==> src/core/scr_pkg.sv <==
/*
 Constants for the system control register block: offsets, bit positions,
 fixed reserved values and reset value.
 Assumes a single AHB-Lite master with 32-bit data and word accesses.
*/
// How it works
// - Bits 15 and 14 always read 1; writes to them are ignored.
// - Bit 12 always reads 1; writes leave it unchanged.
// - Bits 11 and 9 read 0; software must write 0 there.
// - Bit 10 reads 1; software must write 1 there.
// - Bit 13 selects MAC saturation, resets to 0, read/write.
// - Bit 8 enables on-chip RAM when 1, disables it when 0.
// - RAM enable takes its value 1 as soon as reset is asserted, and still holds 1 when it is released.
// - Bit 7 enables flash control register access, reset value 0.
// - Flash control registers are accessible only while bit 7 is 1.
// - Clearing bit 7 does not alter stored flash control contents.
// - Bits 6 to 2 read 0; software must write 0 there.
`default_nettype none
package scr_pkg;
    // ---------------------------------------------------------------
    // Register map
    // ---------------------------------------------------------------
    localparam logic [31:0] SCR_SYSCTL_OFFSET = 32'h0000_0000;
    localparam int SCR_WIDTH = 16;
    // ---------------------------------------------------------------
    // Field positions
    // ---------------------------------------------------------------
    localparam int SCR_SAT_BIT = 13;
    localparam int SCR_RAM_BIT = 8;
    localparam int SCR_FLSH_BIT = 7;
    // Writable storage bits, fixed bits and their fixed values
    localparam logic [15:0] SCR_RW_MASK = 16'h2180;
    localparam logic [15:0] SCR_FIXED_VAL = 16'hd403;
    localparam logic [15:0] SCR_RESET = 16'hd503;
    // AHB-Lite encodings
    localparam logic [1:0] SCR_HTRANS_NONSEQ = 2'h2;
    localparam logic [1:0] SCR_HTRANS_SEQ = 2'h3;
    localparam logic [2:0] SCR_HSIZE_WORD = 3'h2;
endpackage
`default_nettype wire

==> src/core/scr_system_control.sv <==
/*
 System control register behind an AHB-Lite slave port. Drives the MAC
 saturation select, on-chip RAM enable and flash control access enable.
 Assumes one clock hclk (25 MHz), asynchronous active-low hresetn, and a
 flash control register block that honours flash_ctl_reg_access_enable.
*/
// Added by the designer: the placing of the registers and the AHB-Lite register port.
`timescale 1ns/1ps
`default_nettype none
module scr_system_control
    import scr_pkg::*;
(
    input wire logic hclk,
    input wire logic hresetn,
    input wire logic hsel,
    input wire logic [31:0] haddr,
    input wire logic [1:0] htrans,
    input wire logic hwrite,
    input wire logic [2:0] hsize,
    input wire logic [31:0] hwdata,
    input wire logic hready,
    output logic [31:0] hrdata,
    output logic hreadyout,
    output logic hresp,
    output logic mac_saturate_select,
    output logic onchip_ram_enable,
    output logic flash_ctl_reg_access_enable
);
    // ---------------------------------------------------------------
    // Address phase capture
    // ---------------------------------------------------------------
    logic wr_pend;
    logic rd_pend;
    logic hit_pend;
    logic next_wr_pend;
    logic next_rd_pend;
    logic next_hit_pend;
    logic [15:0] ctl;
    logic [15:0] next_ctl;
    logic [31:0] next_hrdata;
    logic addr_valid;
    logic addr_hit;

    // Valid transfer decode
    assign addr_valid = hsel && hready &&
        (htrans == SCR_HTRANS_NONSEQ || htrans == SCR_HTRANS_SEQ);
    assign addr_hit = (haddr == SCR_SYSCTL_OFFSET) && (hsize == SCR_HSIZE_WORD);

    // Latch the pending transfer for its data phase
    always_comb
    begin
        next_wr_pend = addr_valid && hwrite;
        next_rd_pend = addr_valid && !hwrite;
        next_hit_pend = addr_hit;
    end

    always_ff @(posedge hclk or negedge hresetn)
    begin
        if (!hresetn)
        begin
            wr_pend <= 1'b0;
            rd_pend <= 1'b0;
            hit_pend <= 1'b0;
        end
        else
        begin
            wr_pend <= next_wr_pend;
            rd_pend <= next_rd_pend;
            hit_pend <= next_hit_pend;
        end
    end

    // ---------------------------------------------------------------
    // Register storage
    // ---------------------------------------------------------------
    // Only the three control bits store; reserved bits are forced
    always_comb
    begin
        next_ctl = ctl;
        if (wr_pend && hit_pend)
        begin
            next_ctl = (hwdata[15:0] & SCR_RW_MASK) | SCR_FIXED_VAL;
        end
        next_ctl = (next_ctl & SCR_RW_MASK) | SCR_FIXED_VAL;
    end

    // Reset loads the documented word; RAM enable comes up as 1
    always_ff @(posedge hclk or negedge hresetn)
    begin
        if (!hresetn)
        begin
            ctl <= SCR_RESET;
        end
        else
        begin
            ctl <= next_ctl;
        end
    end

    // ---------------------------------------------------------------
    // Read data, one-cycle address-to-data with no wait states
    // ---------------------------------------------------------------
    always_comb
    begin
        next_hrdata = 32'h0000_0000;
        if (addr_valid && !hwrite && addr_hit)
        begin
            next_hrdata = {16'h0000, next_ctl};
        end
    end

    always_ff @(posedge hclk or negedge hresetn)
    begin
        if (!hresetn)
        begin
            hrdata <= 32'h0000_0000;
        end
        else
        begin
            hrdata <= next_hrdata;
        end
    end

    assign hreadyout = 1'b1;
    assign hresp = 1'b0;

    // Control outputs straight from storage
    assign mac_saturate_select = ctl[SCR_SAT_BIT];
    assign onchip_ram_enable = ctl[SCR_RAM_BIT];
    // Flash block only gates access; its contents are untouched here
    assign flash_ctl_reg_access_enable = ctl[SCR_FLSH_BIT];
endmodule
`default_nettype wire

==> config.mk <==
export PLATFORM = sky130hd
export DESIGN_NAME = scr_system_control
export DESIGN_NICKNAME = d
export VERILOG_FILES = /design/src/core/scr_pkg.sv /design/src/core/scr_system_control.sv
export SDC_FILE = /design/constraint.sdc
export NUM_CORES = 1
export LEC_CHECK = 0
export BUFFER_PORTS_ARGS = -buffer_cell sky130_fd_sc_hd__buf_4
export CORE_ASPECT_RATIO = 0.5
export CORE_MARGIN = 2
export CORE_UTILIZATION = 25
export CTS_BUF_LIST = sky130_fd_sc_hd__clkbuf_2 sky130_fd_sc_hd__clkbuf_4 sky130_fd_sc_hd__clkbuf_8
export CTS_CLUSTER_SIZE = 12
export DETAILED_ROUTE_END_ITERATION = 10
export PLACE_DENSITY = 0.79
export SYNTH_ARGS = -nofsm -noshare
export SYNTH_HDL_FRONTEND = slang
export SYNTH_SLANG_ARGS = --single-unit
==> constraint.sdc <==
create_clock -name hclk -period 0.9 [get_ports hclk]
set_input_delay 0.045 -clock hclk [delete_from_list [all_inputs] [get_ports hclk]]
set_output_delay 0.045 -clock hclk [all_outputs]
set_load 0.01 [all_outputs]
==> impl.org <==
** Outcome
- Outcome :: complete, but fails checks
- The checks that failed: negative setup slack.

** Power
- Pwr Total :: 1.16 mW
- Power per Cell Area :: roughly 930 mW/mm^2
- Leakage component of the power :: 0.624 nW
- IR analysis of the VDD net gives a maximum drop of 427 uV.

** Layout
- Layout fillers :: approximately 260
- The sequential cells in the finished layout cover a total of 229 sq um.
- For this run, the number of standard cells in the final layout without fillers is between 150 and 200.
- Cell area after layout :: 0.00124 sq mm
- Combined area of the multi-input logic cells :: between 400 and 500 sq um
- The number of antenna diodes in the final layout is 0.
- From synthesis to final layout, the design area changed by 74.6%.
- Post-layout util :: 0.470
- Fraction of layout instances using a drive strength above 1 :: 0.659
- Final layout net count :: between 200 and 250

** Floorplan
- In this run the standard cell core region covers around 0.0027 sq mm.
- Pin placement for this block handled 111 I/O pins.
- Die boundary height :: 41.8 um
- The die is slightly below 80 um wide.
- Total number of placement rows :: 13
- Area of the die :: 0.00332 sq mm
- Initial Util :: 0.269

** Critical path
- Data on the critical path arrives at its endpoint at 1220 ps.
- Start of the worst register-to-register path :: wr_pend
- Minimum setup slack among reg-to-reg paths :: -190 ps
- Maximum cell stage delay along the critical path :: ~450 ps
- Reg-to-reg critical path endpoint :: hrdata[7]
- Data on the critical path is required at its endpoint by 1030 ps.
- The worst register-to-register path has a depth of 4.
- Startpoint types :: register
- Worst-path cell with the longest stage delay :: sky130_fd_sc_hd__dfrtp_2
- Largest fanout of any net on the critical path :: 6
- The critical path in this run is classified as reg -> reg.
- Traced cell by cell, the critical path runs through buf_6 -> a21boi_2 -> o21ai_1 -> nor4_1.
- The worst setup path is captured at a register.

** Detailed routing
- Routed wire length :: 2170 um
- After detailed routing, the number of remaining DRC violations is 0.
- The detailed router finished its first iteration with 22 violations.
- Dividing the detail-routed via count by the number of cells gives about 4.0.
- Drt wl/cell :: 12.8 um
- Total via count after detailed routing :: 677
- In this run the remaining antenna-violating nets after routing total 0.
- Total iterations of the first detailed-routing run :: 4

** STA
- Minimum clock period :: 1090 ps
- On the final layout, the worst clock skew is slightly below 4 ps.
- The number of pins with negative max-slew slack in the final report is 0.
- For this run, the top clock speed supported by timing is 0.917 GHz.
- Setup repair after global routing could not meet its margin everywhere.
- Across all hold checks on the routed design, the worst slack comes to 78.1 ps.
- Once routing completed, OpenROAD measured the worst setup slack at -191 ps.
- Part of the cycle the worst path needs :: 1.21
- Setup violation total in the final timing report :: 7
- The count of final hold-check violations came to 0.
- For the final routed database, the setup TNS stands at -926 ps.

** Synthesis
- The average instance in the mapped netlist occupies 9.91 sq um.
- Adder-cell share of the synthesized area :: 0
- Xor and xnor fraction of the mapped netlist area :: 0
- Of the synthesized area, sequential elements account for 0.318.
- Of the total synthesized cell area, the portion taken by AND, OR, NAND and NOR gates is 0.304.
- Count of flip-flops with a built-in enable after synthesis :: 0
- Synthesis instantiated 19 different standard cells from the library.
- Counting instances in the post-synthesis netlist gives the leading cell types as sky130_fd_sc_hd__buf_4 (30), sky130_fd_sc_hd__dfrtp_1 (8), sky130_fd_sc_hd__nor4_1 (7).
- Yosys instantiated no cell more often than sky130_fd_sc_hd__buf_4.
- Netlist area before placement :: 713 sq um
- Synthesized-area fraction occupied by ao, oa, aoi and oai cells :: 0.0526
- Of all flip-flops after synthesis, the portion carrying an async set or reset was 1.00.
- By area the synthesized netlist is led by sky130_fd_sc_hd__buf_4 (32%), sky130_fd_sc_hd__dfrtp_1 (28%), sky130_fd_sc_hd__nor4_1 (6.1%), sky130_fd_sc_hd__nor4_4 (6.0%), sky130_fd_sc_hd__nor4b_2 (4.2%).
- The share of synthesized area in the top cell type comes to 0.316.
- After synthesis, the largest family of logic cells by area is buffers and inverters.
- Cell type contributing the most total cell area after synthesis :: sky130_fd_sc_hd__buf_4
- Post-synthesis mux area share :: 0
- In the synthesized netlist the dominant register cell turns out to be sky130_fd_sc_hd__dfrtp_1.
- Synthesis produced a netlist whose cell count is 72.
- For this run, the number of Yosys warnings is 0.
- #FFs+latches synth :: 9

** Worst hold path
- The path with the worst hold slack has its endpoint at wr_pend.
- The worst hold path was traced through 2 stages.
- Worst hold-check path type :: in -> reg
- The worst hold path begins at hready.

** Clock network
- The tree is rooted in a sky130_fd_sc_hd__clkbuf_8.
- Number of clock sinks :: 9
- Clock tree synthesis inserted a total of 3 buffers.
- CTS Buffer Depth :: 2
- CTS tree :: yes
- Clock edge transition at the registers on the reported setup and hold paths :: 40 ps
- Number of H-tree branching levels :: 1
- Clock latency at the later pin of the worst-skew pair :: ~230 ps

** Global routing
- Number of global-route vias before repair :: 641
- Entering global routing, the biggest net connects 10 pins.
- Sum of overflow across all layers after global routing :: 0
- For this run, the total global-route usage over all layers was measured as 0.111.
- The first global-routing pass estimated 2930 um of wire.
- Antenna violations before repair :: 0

** Placed design
- At the end of routability-driven placement, the weighted congestion stood at 0.740.
- The HPWL after detailed placement is 1510 um.
- Before CTS, the worst setup slack after placement is -225 ps.
- Summing all placed instances gives a cell area of 0.00106 sq mm.
- After detailed placement, the design holds a cell count of 160.
- Port Buffer Count :: 55

** Job
- The tool flagged a number of max-cap violations equal to 0.
report_power, final:
group          switching, mW  internal, mW
combinational          0.115         0.138
clock                  0.157         0.338
sequential           0.00240         0.408
total                  0.274         0.884
routing by layer:
layer	up-vias	GRT usage	share of wire
met5	-	0	0
met4	0	0.0379	0.012
met3	2	0.0326	0.073
met2	34	0.207	0.56
met1	321	0.120	0.35
li1	320	-	-
sequential cells by signal, summed over array words and instances (netlist names):
signal and cells:
wr_pend 1, ctl 3, hrdata 4, hit_pend 1
what timing repair did:
item                       in CTS  in global routing
hold endpoints to repair        9                  0
setup buffers                   0                  5
hold buffers                    1                  0
setup endpoints to repair       9                 16
pin swaps                       1                  5
resized for setup               9                 15
worst max path at each step:
stage | from | end
after floorplan | ctl[8] | hrdata[8]
final | wr_pend | hrdata[7]
after CTS | ctl[8] | hrdata[8]
after detailed placement | haddr[21] | hrdata[8]
after global placement | haddr[16] | hrdata[13]
after global routing | wr_pend | hrdata[7]
layout make-up:
type	instances	share of cell area
Clock buffer	4	0.0392
Multi-Input combinational cell	56	0.334
Sequential cell	9	0.184
Tap cell	37	0.0372
Timing Repair Buffer	63	0.406
cell usage in the layout (no fill, tap or decap):
cell,n
sky130_fd_sc_hd__dfrtp_1,6
sky130_fd_sc_hd__clkbuf_4,1
sky130_fd_sc_hd__or2_4,2
sky130_fd_sc_hd__and4b_1,1
sky130_fd_sc_hd__nand2_1,1
sky130_fd_sc_hd__buf_4,54
sky130_fd_sc_hd__nand3_2,1
sky130_fd_sc_hd__nor4_1,4
sky130_fd_sc_hd__nor4b_2,2
sky130_fd_sc_hd__dfrtp_2,2
sky130_fd_sc_hd__nand4_4,1
sky130_fd_sc_hd__nor3_1,2
sky130_fd_sc_hd__conb_1,25
sky130_fd_sc_hd__buf_6,8
sky130_fd_sc_hd__dfstp_2,1
sky130_fd_sc_hd__o21ai_1,3
sky130_fd_sc_hd__and4_1,1
sky130_fd_sc_hd__a21boi_2,3
sky130_fd_sc_hd__clkbuf_8,3
sky130_fd_sc_hd__dlygate4sd3_1,1
sky130_fd_sc_hd__nor4_2,3
sky130_fd_sc_hd__or2_2,1
sky130_fd_sc_hd__and3_4,2
sky130_fd_sc_hd__and3_1,1
sky130_fd_sc_hd__nor4_4,3
critical path, delay by kind of cell, from the launching register on:
kind	cells	cell delay, ps
buffers and inverters	1	130
DFF	1	450
AOI/OAI and AO/OA	2	240
and+or+nand+nor	1	160
logic make-up (layout without fill, tap and decap cells):
group / count (synthesis) / in the layout
buffers and inverters: 30 / 67
and+or+nand+nor: 25 / 25
DFF: 9 / 9
AOI/OAI and AO/OA: 6 / 6
other: 2 / 25
Power figures use the tool's default switching activity.
